**config.mk**
```make
export PLATFORM = sky130hd
export DESIGN_NAME = acmod_core
export DESIGN_NICKNAME = d
export VERILOG_FILES = /design/src/design/acmod_core.v /design/src/design/acmod_phase.v
export VERILOG_INCLUDE_DIRS = /design/src /design/src/design
export SDC_FILE = /design/constraint.sdc
export NUM_CORES = 1
export LEC_CHECK = 0
export ABC_AREA = 1
export BUFFER_PORTS_ARGS = -buffer_cell sky130_fd_sc_hd__buf_2
export CAP_MARGIN = 15
export CORE_MARGIN = 1.5
export CORE_UTILIZATION = 50
export CTS_CLUSTER_DIAMETER = 80
export DETAILED_ROUTE_END_ITERATION = 12
export PLACE_DENSITY = 0.77
export RECOVER_POWER = 25
export SYNTH_ARGS = -nofsm -noshare
export SYNTH_HDL_FRONTEND = slang
export SYNTH_SLANG_ARGS = --single-unit
```
**constraint.sdc**
```tcl
create_clock -name clk_sys -period 1.7 [get_ports clk_sys]
set_input_delay 0.255 -clock clk_sys [delete_from_list [all_inputs] [get_ports clk_sys]]
set_output_delay 0.255 -clock clk_sys [all_outputs]
set_load 0.005 [all_outputs]
```
**src/design/acmod_map.vh**
```
`ifndef ACMOD_MAP_VH
`define ACMOD_MAP_VH

// Instruction word layout
`define ACMOD_IW_WIDTH 14
`define ACMOD_DATA_WIDTH 8
`define ACMOD_ADDR_WIDTH 7
`define ACMOD_DEST_BIT 7
`define ACMOD_ADDR_LSB 0
`define ACMOD_ADDR_MSB 6
`define ACMOD_LIT_LSB 0
`define ACMOD_LIT_MSB 7

// Opcode fields and patterns
`define ACMOD_OP6_MSB 13
`define ACMOD_OP6_LSB 8
`define ACMOD_OP7_LSB 7
`define ACMOD_OP4_LSB 10
`define ACMOD_PAT_OR_FILE 6'h04
`define ACMOD_PAT_COPY_FILE 6'h08
`define ACMOD_PAT_STORE_ACC 7'h01
`define ACMOD_PAT_LOAD_LIT 4'hC

// Decoded operation classes
`define ACMOD_OP_NONE 3'h0
`define ACMOD_OP_OR_FILE 3'h1
`define ACMOD_OP_COPY_FILE 3'h2
`define ACMOD_OP_STORE_ACC 3'h3
`define ACMOD_OP_LOAD_LIT 3'h4

// Phase codes within one instruction cycle
`define ACMOD_PH_DECODE 2'h0
`define ACMOD_PH_READ 2'h1
`define ACMOD_PH_PROCESS 2'h2
`define ACMOD_PH_WRITE 2'h3

// Reset values
`define ACMOD_RST_ACC 8'h00
`define ACMOD_RST_ZERO 1'b0
`define ACMOD_RST_ADDR 7'h00
`define ACMOD_RST_IW 14'h0000

`endif

```
**src/design/acmod_core.v**
```verilog
`timescale 1ns/1ps
`include "acmod_map.vh"

// Summary of operation
// - Pattern 00 1000 d fffffff copies the addressed file register to a destination.
// - Copy with d one writes back to the file; d zero loads the accumulator.
// - Copy updates the zero flag from the moved value.
// - Copy spans one instruction cycle: decode, read file, process, write destination.
// - Pattern 00 0000 1 fffffff stores the accumulator to the file, flags unchanged.
// - Store spans one cycle; the file write happens in the last phase.
// - Pattern 11 00xx with literal loads the accumulator; no flags; one cycle.

module acmod_core #(
    parameter DATA_WIDTH = 8,
    parameter ADDR_WIDTH = 7
) (
    input wire clk_sys,
    input wire reset_n,
    input wire clk_en,
    input wire [13:0] instr_word,
    input wire [DATA_WIDTH-1:0] file_rd_data,
    output wire [1:0] phase_q,
    output reg [ADDR_WIDTH-1:0] file_addr_q,
    output reg file_rd_q,
    output reg file_wr_q,
    output reg [DATA_WIDTH-1:0] file_wr_data_q,
    output reg [DATA_WIDTH-1:0] acc_q,
    output reg zero_flag_q,
    output reg zero_upd_q,
    output reg unknown_instr_q,
    output reg instr_done_q
);
    localparam [DATA_WIDTH-1:0] DATA_ZERO = {DATA_WIDTH{1'b0}};

    reg [13:0] iw_q;
    reg [2:0] op_q;
    reg [DATA_WIDTH-1:0] operand_q;
    reg [2:0] op_d;
    reg [DATA_WIDTH-1:0] result_d;
    wire dest_file;

    // Maps an instruction word to one of the four handled classes
    function [2:0] decode_op;
        input [13:0] iw;
        begin
            if (iw[`ACMOD_OP6_MSB:`ACMOD_OP6_LSB] == `ACMOD_PAT_COPY_FILE) begin
                decode_op = `ACMOD_OP_COPY_FILE;
            end else if (iw[`ACMOD_OP6_MSB:`ACMOD_OP7_LSB] == `ACMOD_PAT_STORE_ACC) begin
                decode_op = `ACMOD_OP_STORE_ACC;
            end else if (iw[`ACMOD_OP6_MSB:`ACMOD_OP4_LSB] == `ACMOD_PAT_LOAD_LIT) begin
                decode_op = `ACMOD_OP_LOAD_LIT;
            end else if (iw[`ACMOD_OP6_MSB:`ACMOD_OP6_LSB] == `ACMOD_PAT_OR_FILE) begin
                decode_op = `ACMOD_OP_OR_FILE;
            end else begin
                decode_op = `ACMOD_OP_NONE;
            end
        end
    endfunction

    // True when the operation reads a file register in the read phase
    function reads_file;
        input [2:0] op;
        begin
            reads_file = (op == `ACMOD_OP_COPY_FILE) || (op == `ACMOD_OP_OR_FILE);
        end
    endfunction

    // One zero test keeps copy and OR from drifting apart
    function is_zero;
        input [DATA_WIDTH-1:0] v;
        begin
            is_zero = (v == DATA_ZERO);
        end
    endfunction

    // Store always writes the file; copy and OR only when the destination bit is set
    function writes_file;
        input [2:0] op;
        input dest;
        begin
            writes_file = (op == `ACMOD_OP_STORE_ACC) || (dest && reads_file(op));
        end
    endfunction

    // Literal load always lands in the accumulator; copy and OR only with the destination bit clear
    function loads_acc;
        input [2:0] op;
        input dest;
        begin
            loads_acc = (op == `ACMOD_OP_LOAD_LIT) || (!dest && reads_file(op));
        end
    endfunction

    acmod_phase u_phase (
        .clk_sys(clk_sys),
        .reset_n(reset_n),
        .clk_en(clk_en),
        .phase_q(phase_q)
    );

    always @* begin
        op_d = decode_op(instr_word);
    end

    // Store carries bit 7 as part of its opcode, so it never selects a destination
    assign dest_file = iw_q[`ACMOD_DEST_BIT];

    // Decode phase: capture word and class
    always @(posedge clk_sys) begin
        if (!reset_n) begin
            iw_q <= `ACMOD_RST_IW;
            op_q <= `ACMOD_OP_NONE;
            unknown_instr_q <= 1'b0;
        end else if (clk_en && phase_q == `ACMOD_PH_DECODE) begin
            iw_q <= instr_word;
            op_q <= op_d;
            // Unknown words run as a no-op; apart from this flag they only load file_addr_q, clear file_wr_data_q and pulse instr_done_q
            unknown_instr_q <= (op_d == `ACMOD_OP_NONE);
        end
    end

    // Read phase: address and strobe are shown during the read phase
    always @(posedge clk_sys) begin
        if (!reset_n) begin
            file_addr_q <= `ACMOD_RST_ADDR;
            file_rd_q <= 1'b0;
        end else if (clk_en) begin
            if (phase_q == `ACMOD_PH_DECODE) begin
                file_addr_q <= instr_word[`ACMOD_ADDR_MSB:`ACMOD_ADDR_LSB];
                file_rd_q <= reads_file(op_d);
            end else begin
                file_rd_q <= 1'b0;
            end
        end
    end

    // Operand latch at the end of the read phase; literal needs no file access
    // The file must answer from file_addr_q alone: a registered read would land a phase late
    always @(posedge clk_sys) begin
        if (!reset_n) begin
            operand_q <= DATA_ZERO;
        end else if (clk_en && phase_q == `ACMOD_PH_READ) begin
            if (op_q == `ACMOD_OP_LOAD_LIT) begin
                operand_q <= iw_q[`ACMOD_LIT_MSB:`ACMOD_LIT_LSB];
            end else if (op_q == `ACMOD_OP_STORE_ACC) begin
                operand_q <= acc_q;
            end else begin
                operand_q <= file_rd_data;
            end
        end
    end

    always @* begin
        case (op_q)
            `ACMOD_OP_OR_FILE: result_d = acc_q | operand_q;
            `ACMOD_OP_COPY_FILE: result_d = operand_q;
            `ACMOD_OP_STORE_ACC: result_d = operand_q;
            `ACMOD_OP_LOAD_LIT: result_d = operand_q;
            default: result_d = DATA_ZERO;
        endcase
    end

    // Process phase: the result and every destination write appear together in
    // the write phase, so nothing downstream sees a half-finished instruction
    always @(posedge clk_sys) begin
        if (!reset_n) begin
            file_wr_q <= 1'b0;
            file_wr_data_q <= DATA_ZERO;
        end else if (clk_en) begin
            if (phase_q == `ACMOD_PH_PROCESS) begin
                file_wr_data_q <= result_d;
                file_wr_q <= writes_file(op_q, dest_file);
            end else begin
                file_wr_q <= 1'b0;
            end
        end
    end

    // Accumulator and zero flag take their new values entering the write phase
    // Store and literal load leave the flag alone, so a saved test result survives them
    always @(posedge clk_sys) begin
        if (!reset_n) begin
            acc_q <= `ACMOD_RST_ACC;
            zero_flag_q <= `ACMOD_RST_ZERO;
            zero_upd_q <= 1'b0;
        end else if (clk_en) begin
            zero_upd_q <= 1'b0;
            if (phase_q == `ACMOD_PH_PROCESS) begin
                case (op_q)
                    `ACMOD_OP_LOAD_LIT: begin
                        acc_q <= result_d;
                    end
                    `ACMOD_OP_COPY_FILE: begin
                        if (loads_acc(op_q, dest_file)) begin
                            acc_q <= result_d;
                        end
                        zero_flag_q <= is_zero(result_d);
                        zero_upd_q <= 1'b1;
                    end
                    `ACMOD_OP_OR_FILE: begin
                        if (loads_acc(op_q, dest_file)) begin
                            acc_q <= result_d;
                        end
                        zero_flag_q <= is_zero(result_d);
                        zero_upd_q <= 1'b1;
                    end
                    default: begin
                        acc_q <= acc_q;
                    end
                endcase
            end
        end
    end

    // One pulse per instruction cycle, shown during the write phase
    always @(posedge clk_sys) begin
        if (!reset_n) begin
            instr_done_q <= 1'b0;
        end else if (clk_en) begin
            instr_done_q <= (phase_q == `ACMOD_PH_PROCESS);
        end
    end
endmodule

```
**src/design/acmod_phase.v**
```verilog
`timescale 1ns/1ps
`include "acmod_map.vh"

module acmod_phase (
    input wire clk_sys,
    input wire reset_n,
    input wire clk_en,
    output reg [1:0] phase_q
);
    // Four core clocks with clk_en high make one instruction cycle; wraps from write back to decode
    always @(posedge clk_sys) begin
        if (!reset_n) begin
            phase_q <= `ACMOD_PH_DECODE;
        end else if (clk_en) begin
            phase_q <= phase_q + 2'h1;
        end
    end
endmodule

```
==> results.md, run 1 <==
- Worst Tran Pin Value: 0.347 ns
- Post-synthesis register bit count: 43
- Largest cells by area after synthesis: dfxtp_1 (43%), a21oi_1 (11%), nand2_1 (9.1%)
- RSZ-0062 raised after global routing: no
- WS Path Type: flip-flop to flip-flop
- Critical Path Source Type: flip-flop
- EDFF count, synth: 0
- Core ar.: 0.00377 sq mm
- P_int: approximately 0.0017 W
- Final Max Slew Viols: 0
- MaxCap Viol Count: 0
- Crit path cell chain: inv_2, nand3_1, buf_4, o21ai_0, a31o_2, a21oi_1
- Inserted Clock Buffers: 5
- Overall power: 0.00222 W
- DRC viols: 0
- Netlist cell types: 26
- Final Skew: 0.00526 ns
- Vias: roughly 2000
- Synth area leader: dfxtp_1
- Vias in the first global route: 1859
- Ys flop type: dfxtp_1
- I/O Buffers: 55
- Detailed Route Iter0 Violations: 118
- Worst Hold Class: input pin to flip-flop
- Initial antenna violation count: 0
- Largest net degree at the start of global routing: 22
- Top delay family on crit path: compound AO/OA/AOI/OAI gates
- FFs w/ async S/R, synth: 0%
- WL/cell: around 13 microns
- Part of the Yosys area used for sequential elements: 42.5%
- Fin nets: 359
- Max stage delay on crit path: 0.41 ns
- CP Capture Type: flip-flop
- Share of total power in the clock network: a little under two fifths
- Final ANT Viol Nets: 0
- Mapped Cells: approximately 280
- Crit-path max FO: 14
- Pwr Density: 912 mW/mm^2
- Switch share: 25.4%
- FP Rows: 22
- Fraction of layout cells with a size suffix above 1: between 20% and 30%
- Slew margin rel.: 76.8%
- Status: complete, no violations
- Crit path DAT: approximately 1.7 ns
- Total grt overflow: 0
- Switching power: 0.000563 W
- Synthesis-to-layout area growth: 20.2%
- Crit-path slowest cell: dfxtp_1
- Full die area: approximately 0.0044 sq mm
- Static leakage: 1.09 nW
- Final period util: 85.5%
- H-Tree Level Count: 2
- CP bufs+invs: 2
- Warnings, synthesis: 0
- Clk sinks: 43
- Post-DP HPWL: 3470 microns
- Number of antenna diodes: 0
- All-Layer GR Usage: a little under a quarter
- Total Routed Length: between 4000 and 5000 microns
- Via density: 5.20
- Non-filler cells, final: 380
- Peak Freq: 0.688 GHz
- Worst VDD drop: about 0.00060 V
- TritonRoute pass-1 iters: 4
- Io pins: 56
- Share of the synthesized area in the top cell type: roughly 43%
- Worst-path clk slew: approximately 0.080 ns
- Die width: roughly 67 microns
- Combinational power share: a little over an eighth
- CTS Hold Bufs: 0
- Setup violators final: 0
- Dpl cells: 372
- Routability cong.: 0.876
- Syn Nets: 307
- CTS Root Cell: clkbuf_8
- Worst skew pair latency: roughly 0.3 ns
- CTS Buffer Depth: 2
- Initial Utilization: between 50% and 60%
- Post-Syn Area: 0.00202 sq mm
- Minimum clock period: 1.45 ns
- Die Y: 66.6 microns
- Global-route wire length before repair: 8050 microns
- Final setup TNS: 0 ns
- CP required: 1.93 ns
- CTS tree: built
- R2r setup slk: 0.25 ns
- Synth Area per Inst: 7.25 sq um
- Sequential power share: 49.3%
- Final hold vios: 0
==> synth_stat cells, types with 2 or more instances <==
master     n
buf_2      2
ha_1       3
nand2_1   49
inv_2      2
buf_4      8
clkbuf_1   7
a211oi_1   2
nand2_2    3
inv_1     29
a31o_2     6
a21oi_1   44
nand4_1    6
nor2_1    23
o211ai_1   2
buf_6      2
o21ai_0   36
o21bai_1   2
nand3_1    3
dfxtp_1   43
==> layout make-up <==
class,instances,area [sq um]
repair buffers,64,345
multi-input cells,185,923
clock inverters,2,35.0
fillers,345,1340
clock buffers,6,82.6
flip-flops and latches,43,862
inverters,32,124
well taps,48,60.1
==> registers in the layout (all words and copies together) (netlist names), 2 cells and up <==
register and flops:
acc_q 8, file_wr_data_q 8, iw_q 8, operand_q 8, op_q 3, u_phase.phase_q 2
==> power groups by stage <==
stage                     sequential, W  clock (W)  combinational (W)
after global routing            0.00110   0.000863           0.000348
after floorplan                 0.00111          0           0.000212
after CTS                       0.00109   0.000831           0.000305
after detailed placement        0.00112          0           0.000302
after global placement          0.00111          0           0.000296
final                           0.00109   0.000821           0.000303
==> kinds of logic (layout without fill, tap and decap cells) <==
| family | after synthesis | after routing | synth area share (%) |
|---|---|---|---|
| AO/OA/AOI/OAI | 96 | 96 | 26.2 |
| AND/OR/NAND/NOR | 86 | 86 | 17.6 |
| buffers and inverters | 51 | 104 | 11.8 |
| flip-flops | 43 | 43 | 42.5 |
| adder cells (fa/ha/maj) | 3 | 3 | 1.86 |
==> stage by stage <==
step                hold WS, ns  utilization (%)  area (sq um)  setup slack [ns]
global placement          0.449             61.5          2320             0.228
floorplan                 0.393                -          2020             0.324
global route              0.264             64.5          2430            0.0906
finish                    0.229             64.5          2430             0.246
CTS                       0.228             64.6          2440             0.123
detailed placement        0.447             61.5          2320             0.152
==> worst reg2reg max path, stage by stage (launching register included) <==
cell     delay, ns
dfxtp_1       0.41
inv_2         0.11
nand3_1       0.20
buf_4         0.23
o21ai_0       0.10
a31o_2        0.22
a21oi_1       0.12
==> final timing paths <==
check	start	to	cells after the start
worst max-delay path	op_q[1]	operand_q[0]	6
worst min-delay path	instr_word[0]	iw_q[0]	3
worst max register to register	op_q[1]	operand_q[0]	6
worst min register to register	iw_q[0]	iw_q[0]	2
==> layout by cell type (no fill, tap or decap) <==
| cell | n |
|---|---|
| clkbuf_1 | 8 |
| inv_1 | 29 |
| nand2_1 | 49 |
| o21ai_0 | 36 |
| nor3_1 | 1 |
| a22oi_1 | 1 |
| o2111ai_1 | 1 |
| buf_4 | 8 |
| nor2_1 | 23 |
| o211ai_1 | 2 |
| o21bai_1 | 2 |
| clkinv_2 | 1 |
| buf_2 | 47 |
| a21oi_1 | 44 |
| clkbuf_8 | 6 |
| clkinvlp_4 | 1 |
| nand4_1 | 6 |
| dfxtp_1 | 42 |
| inv_2 | 2 |
| bufinv_16 | 1 |
| buf_12 | 1 |
| ha_1 | 3 |
| nand2_2 | 3 |
| nand3_2 | 1 |
| nand3_1 | 3 |
| a211oi_1 | 2 |
| a31o_2 | 6 |
| o21ai_2 | 1 |
| dfxtp_2 | 1 |
| a31oi_1 | 1 |
==> routing by layer <==
layer  up-vias  share of wire (%)  track usage, %
met1       905                 47            28.3
met4         0                1.6            10.2
met5         -                  0               0
met3         8                3.6            5.07
met2        37                 48            41.1
li1       1027                  -               -
==> repair_timing <==
item | 4_1_cts | 5_1_grt
endpoints found under the setup margin | 0 | 7
hold endpoints to repair | 0 | 0
gates resized for setup | 0 | 2
setup buffers | 0 | 0
Note: power is estimated with default switching activity, not from simulation.
==> run 2: changes to the inputs <==
- ABC_AREA: 1 -> 0
- PLACE_DENSITY: 0.77 -> 0.76
==> run 2 against run 1 <==
Critical path depth shrank 2. Synthesized area is 12% higher. Combinational power fell by 17%. Maximum frequency down 11%. Sequential power barely moved.
==> results.md, run 2 <==
- CTS Buffer Depth: 2 (unchanged)
- Final Skew: 0.00745 ns (+0.00218 ns)
- Vias: 2040 (+3.2%)
- CP required: 1.92 ns (about the same)
- Minimum clock period: 1.64 ns (+0.186 ns)
- Fraction of layout cells with a size suffix above 1: 28.4% (+4.6 points)
- Share of the synthesized area in the top cell type: 38.1% (-4.4 points)
- Fin nets: 341 (-5.0%)
- Detailed Route Iter0 Violations: 98 (-17%)
- Slew margin rel.: 67.0% (-9.8 points)
- Post-synthesis register bit count: 43 (unchanged)
- Post-placement setup slack: -0.0548 ns (-0.207 ns)
- Most frequent cells in the layout: buf_2 (52), nand2_1 (42), dfxtp_1 (42)
- Routability cong.: 0.910 (+3.9%)
- WS Path Type: flip-flop to flip-flop
- Synthesis-to-layout area growth: 17.8%
- Core ar.: 0.00435 sq mm (+15%)
- Vias in the first global route: 1842 (-0.91%)
- Pwr Density: 749 mW/mm^2 (-18%)
- Via density: 5.59 (+7.4%)
- Ys flop type: dfxtp_1
- Crit path DAT: 1.86 ns (+0.17 ns)
- Final hold vios: 0 (unchanged)
- EDFF count, synth: 0 (unchanged)
- Commonest non-fill, non-tap cell in the layout: buf_2
- Worst Tran Pin Value: 0.485 ns (+0.137 ns)
- Final Max Slew Viols: 0 (unchanged)
- Initial antenna violation count: 0 (unchanged)
- Worst Hold Class: input pin to flip-flop
- Hold Slack: 0.201 ns (-0.0287 ns)
- Die Y: 70.2 microns (+5.4%)
- Worst VDD drop: 0.000429 V (-29%)
- Io pins: 56 (unchanged)
- Largest net degree at the start of global routing: 19 (-14%)
- FFs w/ async S/R, synth: 0% (unchanged)
- Worst-path clk slew: 0.08 ns (about the same)
- I/O Buffers: 55 (unchanged)
- All-Layer GR Usage: 21.1% (-2.7 points)
- Initial Utilization: 51.9% (-1.8 points)
- Final period util: 96.5% (+11 points)
- Most instantiated cells after synthesis: dfxtp_1 (43), nand2_1 (42), a21oi_1 (21)
- Synth area leader: dfxtp_1
- Critical Path Source Type: flip-flop
- TritonRoute pass-1 iters: 4 (unchanged)
- Full die area: 0.00493 sq mm (+11%)
- Final ANT Viol Nets: 0 (unchanged)
- Post-DP HPWL: 3850 microns (+11%)
- Mapped Cells: 263 (-5.7%)
- Reg2Reg Depth: 4 (-2)
- Largest cells by area after synthesis: dfxtp_1 (38%), nand2_1 (7.0%), o211a_1 (6.6%)
- MaxCap Viol Count: 0 (unchanged)
- Setup violators final: 0 (unchanged)
- CP Capture Type: flip-flop
- Netlist cell types: 41 (+58%)
- Worst Hold Path Cells: 3 (unchanged)
- CTS tree: built
- Number of antenna diodes: 0 (unchanged)
- DRC viols: 0 (unchanged)
- Status: complete, no violations
- Clk sinks: 43 (unchanged)
- Die width: 70.2 microns (+5.4%)
- Static leakage: 1.31 nW (+20%)
- Peak Freq: 0.610 GHz (-11%)
- FP Rows: 24 (+9.1%)
- Part of the Yosys area used for sequential elements: 38.1% (-4.4 points)
- Layout Utilization: 61.1% (-3.4 points)
- Crit-path max FO: 10 (-4)
- CTS Root Cell: clkbuf_8
- Crit-path slowest cell: dfxtp_1
- Warnings, synthesis: 0 (unchanged)
- Inserted Clock Buffers: 5 (unchanged)
- Setup ws final: 0.0598 ns (-0.186 ns)
- Total grt overflow: 0 (unchanged)
- Syn Nets: 291 (-5.2%)
- Overall power: 0.00199 W (-10%)
- Max stage delay on crit path: 0.55 ns (+0.14 ns)
- Crit path cell chain: buf_4, mux2i_2, a22oi_1, a21oi_1
- Global-route wire length before repair: 8420 microns (+4.5%)
- Post-Syn Area: 0.00226 sq mm (+12%)
- Worst skew pair latency: 0.29 ns (about the same)
- Total Routed Length: 5120 microns (+7.0%)
- Count leader, synth: dfxtp_1
- H-Tree Level Count: 2 (unchanged)
- Synth Area per Inst: 8.59 sq um (+18%)
- WL/cell: 14.0 microns (+11%)
[run 2: cell types whose count changed in the layout (fill, tap and decap cells not counted), moves of 7 or more]
cell | previous run | this run
a21oi_1 | 44 | 21
o21ai_0 | 36 | 15
inv_1 | 29 | 10
nor2_1 | 23 | 5
o211a_1 | 0 | 15
a22oi_1 | 1 | 15
nor2b_1 | 0 | 11
a21boi_0 | 0 | 10
buf_4 | 8 | 15
nand2_1 | 49 | 42
[run 2: routing by layer]
layer	GRT usage, %	vias to the layer above	part of all wire [%]
li1	-	1025	-
met1	27.4	960	46
met2	35.2	53	49
met3	5.48	2	4.9
met4	4.70	0	0.41
met5	0	-	0
[run 2: worst max-delay path, delay by kind of cell, from the launching register on]
family,cells,cell delay (ns)
DFF,1,0.55
AOI/OAI and AO/OA,2,0.34
buffers and inverters,1,0.22
muxes,1,0.47
[run 2: power by group]
group | internal, W | switching [W] | total [W]
clock | 0.000319 | 0.000331 | 0.000650
sequential | 0.00105 | 0.0000404 | 0.00109
combinational | 0.000114 | 0.000136 | 0.000250
[run 2: area by class of cell]
class | count | area (sq um)
inverter | 10 | 37.5
fill | 390 | 1690
timing repair buffer | 71 | 404
tap | 52 | 65.1
sequential | 43 | 862
multi-input combinational | 182 | 1200
clock buffer | 6 | 82.6
clock inverter | 1 | 5.00
[run 2: timing repair]
action / 4_1_cts / 5_1_grt
endpoints found under the setup margin: 8 / 13
setup buffers: 0 / 1
gates resized for setup: 1 / 2
pin swaps: 0 / 1
hold buffers: 0 / 0
[run 2: cell families (layout without fill, tap and decap cells)]
| logic type | after synthesis | count (layout) | share of synthesized area (%) |
|---|---|---|---|
| buffers and inverters | 38 | 88 | 8.86 |
| xor gates and xnor gates | 3 | 3 | 1.16 |
| adders and majority gates | 3 | 3 | 1.66 |
| muxes | 3 | 3 | 1.39 |
| AOI/OAI and AO/OA | 93 | 93 | 30.8 |
| and+or+nand+nor | 80 | 80 | 18.0 |
| DFF | 43 | 43 | 38.1 |
[run 2: stage by stage]
step / instance area [sq um] / setup TNS, ns / instances
floorplan: 2260 / 0 / 263
global placement: 2550 / 0 / 357
detailed placement: 2550 / -0.249 / 357
CTS: 2640 / 0 / 364
global route: 2660 / -0.0101 / 365
finish: 2660 / 0 / 365
[run 2: final timing paths]
kind                               startpoint           end  slack, ns
worst max-delay path                  op_q[0]  operand_q[3]       0.06
worst min register to register        iw_q[6]       iw_q[6]       0.48
worst max register to register        op_q[0]  operand_q[3]       0.06
worst min-delay path            instr_word[5]       iw_q[5]       0.20
==> run 3: changes to the inputs <==
- GPL_ROUTABILITY_DRIVEN: default -> 0
- GPL_TIMING_DRIVEN: default -> 0
==> run 3 against run 2 <==
Maximum frequency grew 1.6%. Clock-buffer cell count grew 1. Highest routed layer unchanged. Register-to-register slack gained 0.03 ns. Wire length grew 5.9%. Critical endpoint is now zero_flag_q. Final cell count grew 3.8%. Sequential cell count is the same. Hold slack gained 0.0075 ns. Critical path type unchanged.
==> results.md, run 3 (synthesis results as in run 2) <==
- Max stage delay on crit path: 0.32 ns (-0.23 ns)
- Clk sinks: 43 (unchanged)
- Peak Freq: 0.619 GHz (+1.6%)
- P_int: 0.00147 W (-1.0%)
- Global-route wire length before repair: 8750 microns (+3.9%)
- Crit-path max FO: 10 (unchanged)
- Share of total power in the clock network: 31.3% (-1.3 points)
- Vias: 2122 (+4.0%)
- Fin nets: 354 (+3.8%)
- Worst-path clk slew: 0.08 ns (about the same)
- CP required: 1.92 ns (about the same)
- Final ANT Viol Nets: 0 (unchanged)
- Final setup TNS: 0 ns (unchanged)
- Synthesis-to-layout area growth: 20.8%
- CTS Buffer Depth: 2 (unchanged)
- Fraction of layout cells with a size suffix above 1: 29.1% (+0.62 points)
- Most frequent cells in the layout: buf_2 (56), dfxtp_1 (43), nand2_1 (40)
- Final Max Slew Viols: 0 (unchanged)
- Detailed Route Iter0 Violations: 95 (-3.1%)
- Final hold vios: 0 (unchanged)
- Combinational power share: 13.9% (+1.4 points)
- All-Layer GR Usage: 22.0% (+0.91 points)
- Multi-input gate area: 0.00123 sq mm (+2.1%)
- DRC viols: 0 (unchanged)
- Worst skew pair latency: 0.29 ns (about the same)
- Full die area: 0.00493 sq mm (unchanged)
- Vias in the first global route: 1938 (+5.2%)
- Top delay family on crit path: compound AO/OA/AOI/OAI gates
- Via density: 5.60 (+0.18%)
- Die width: 70.2 microns (unchanged)
- Number of antenna diodes: 0 (unchanged)
- Sequential cell area: 861 sq um (-0.15%)
- Switching power: 0.000523 W (+3.0%)
- Sequential power share: 54.8% (about the same)
- Initial antenna violation count: 0 (unchanged)
- Switch share: 26.2% (+0.75 points)
- WS Path Type: flip-flop to flip-flop
- Minimum clock period: 1.61 ns (-0.0256 ns)
- Total Routed Length: 5420 microns (+5.9%)
- RSZ-0062 raised after global routing: yes
- CTS tree: built
- H-Tree Level Count: 2 (unchanged)
- Total grt overflow: 0 (unchanged)
- Slew margin rel.: 65.0% (-2.1 points)
- CP Capture Type: flip-flop
- MaxCap Viol Count: 0 (unchanged)
- FP Rows: 24 (unchanged)
- CTS Hold Bufs: 0 (unchanged)
- Io pins: 56 (unchanged)
- Worst Hold Class: input pin to flip-flop
- Core ar.: 0.00435 sq mm (unchanged)
- Worst VDD drop: 0.000534 V (+24%)
- Pwr Density: 731 mW/mm^2 (-2.5%)
- TritonRoute pass-1 iters: 4 (unchanged)
- Crit path DAT: 1.84 ns (-0.02 ns)
- Crit-path slowest cell: dfxtp_1
- Static leakage: 1.34 nW (+2.3%)
- Inserted Clock Buffers: 5 (unchanged)
- Die Y: 70.2 microns (unchanged)
- Critical Path Source Type: flip-flop
- Final period util: 95.0% (-1.5 points)
- Final Skew: 0.0103 ns (+0.00286 ns)
- I/O Buffers: 54 (-1.8%)
- Largest net degree at the start of global routing: 17 (-2)
- CP dominant cell by count: buf_6
- CTS Root Cell: clkbuf_8
- Crit path cell chain: buf_6, or2_1, buf_6, a22oi_1, a2bb2oi_2, nand4_1, o21ai_1
- Non-filler cells, final: 379 (+3.8%)
- Dpl cells: 369 (+3.4%)
- Initial Utilization: 51.9% (unchanged)
- Commonest non-fill, non-tap cell in the layout: buf_2
- WL/cell: 14.3 microns (+2.0%)
- Post-DP HPWL: 3950 microns (+2.5%)
- Setup violators final: 0 (unchanged)
- Status: complete, no violations
- CP bufs+invs: 2 (+1)
- Fillers: 400 (+2.6%)
- Worst Tran Pin Value: 0.525 ns (+0.0408 ns)
==> run 3: power groups by stage <==
stage | clock network [W] | registers [W] | logic, W
floorplan | 0 | 0.00111 | 0.000170
global placement | 0 | 0.00111 | 0.000264
detailed placement | 0 | 0.00111 | 0.000272
CTS | 0.000636 | 0.00109 | 0.000272
global route | 0.000668 | 0.00110 | 0.000309
finish | 0.000625 | 0.00109 | 0.000277
==> run 3: worst paths after layout <==
kind	from	end	slack, ns	cells past startpoint
max	op_q[0]	zero_flag_q	0.09	7
min	instr_word[0]	iw_q[0]	0.21	3
max reg2reg	op_q[0]	zero_flag_q	0.09	7
min reg2reg	iw_q[6]	iw_q[6]	0.48	2
==> run 3: area by class of cell <==
class,instances,share of cell area [%]
plain buffers,27,6.01
inverters,10,1.38
clock inverters,1,0.183
well taps,52,2.39
clock buffers,7,2.80
multi-input cells,182,45.0
repair buffers,57,10.6
flip-flops and latches,43,31.6
==> run 3: what timing repair did <==
action                                  CTS  global route
hold endpoints to repair                  0             0
endpoints found under the setup margin    2            23
buffers inserted                          0             3
gates resized for setup                   0            12
pin swaps                                 0             1
==> run 3: worst min-delay path: stages <==
cell      delay [ns]
buf_2           0.09
nand2_1         0.04
a21boi_0        0.06
==> run 3: metal layers <==
metal / up-vias / share of wire, % / GRT usage [%]
met2: 58 / 49 / 37.0
met3: 10 / 4.7 / 5.05
li1: 1054 / - / -
met1: 1000 / 45 / 28.4
met4: 0 / 1.4 / 5.77
met5: - / 0 / 0
==> run 3: through the flow <==
step	setup slack [ns]	total power, W	hold WS (ns)	utilization (%)	area, sq um
after floorplan	0.212	0.00128	0.400	-	2260
after global placement	0.0565	0.00138	0.472	59.6	2590
after detailed placement	0.0328	0.00139	0.475	59.6	2590
after CTS	0.000196	0.00200	0.207	61.4	2670
after global routing	-0.0117	0.00207	0.212	62.6	2730
final	0.0855	0.00199	0.208	62.6	2730
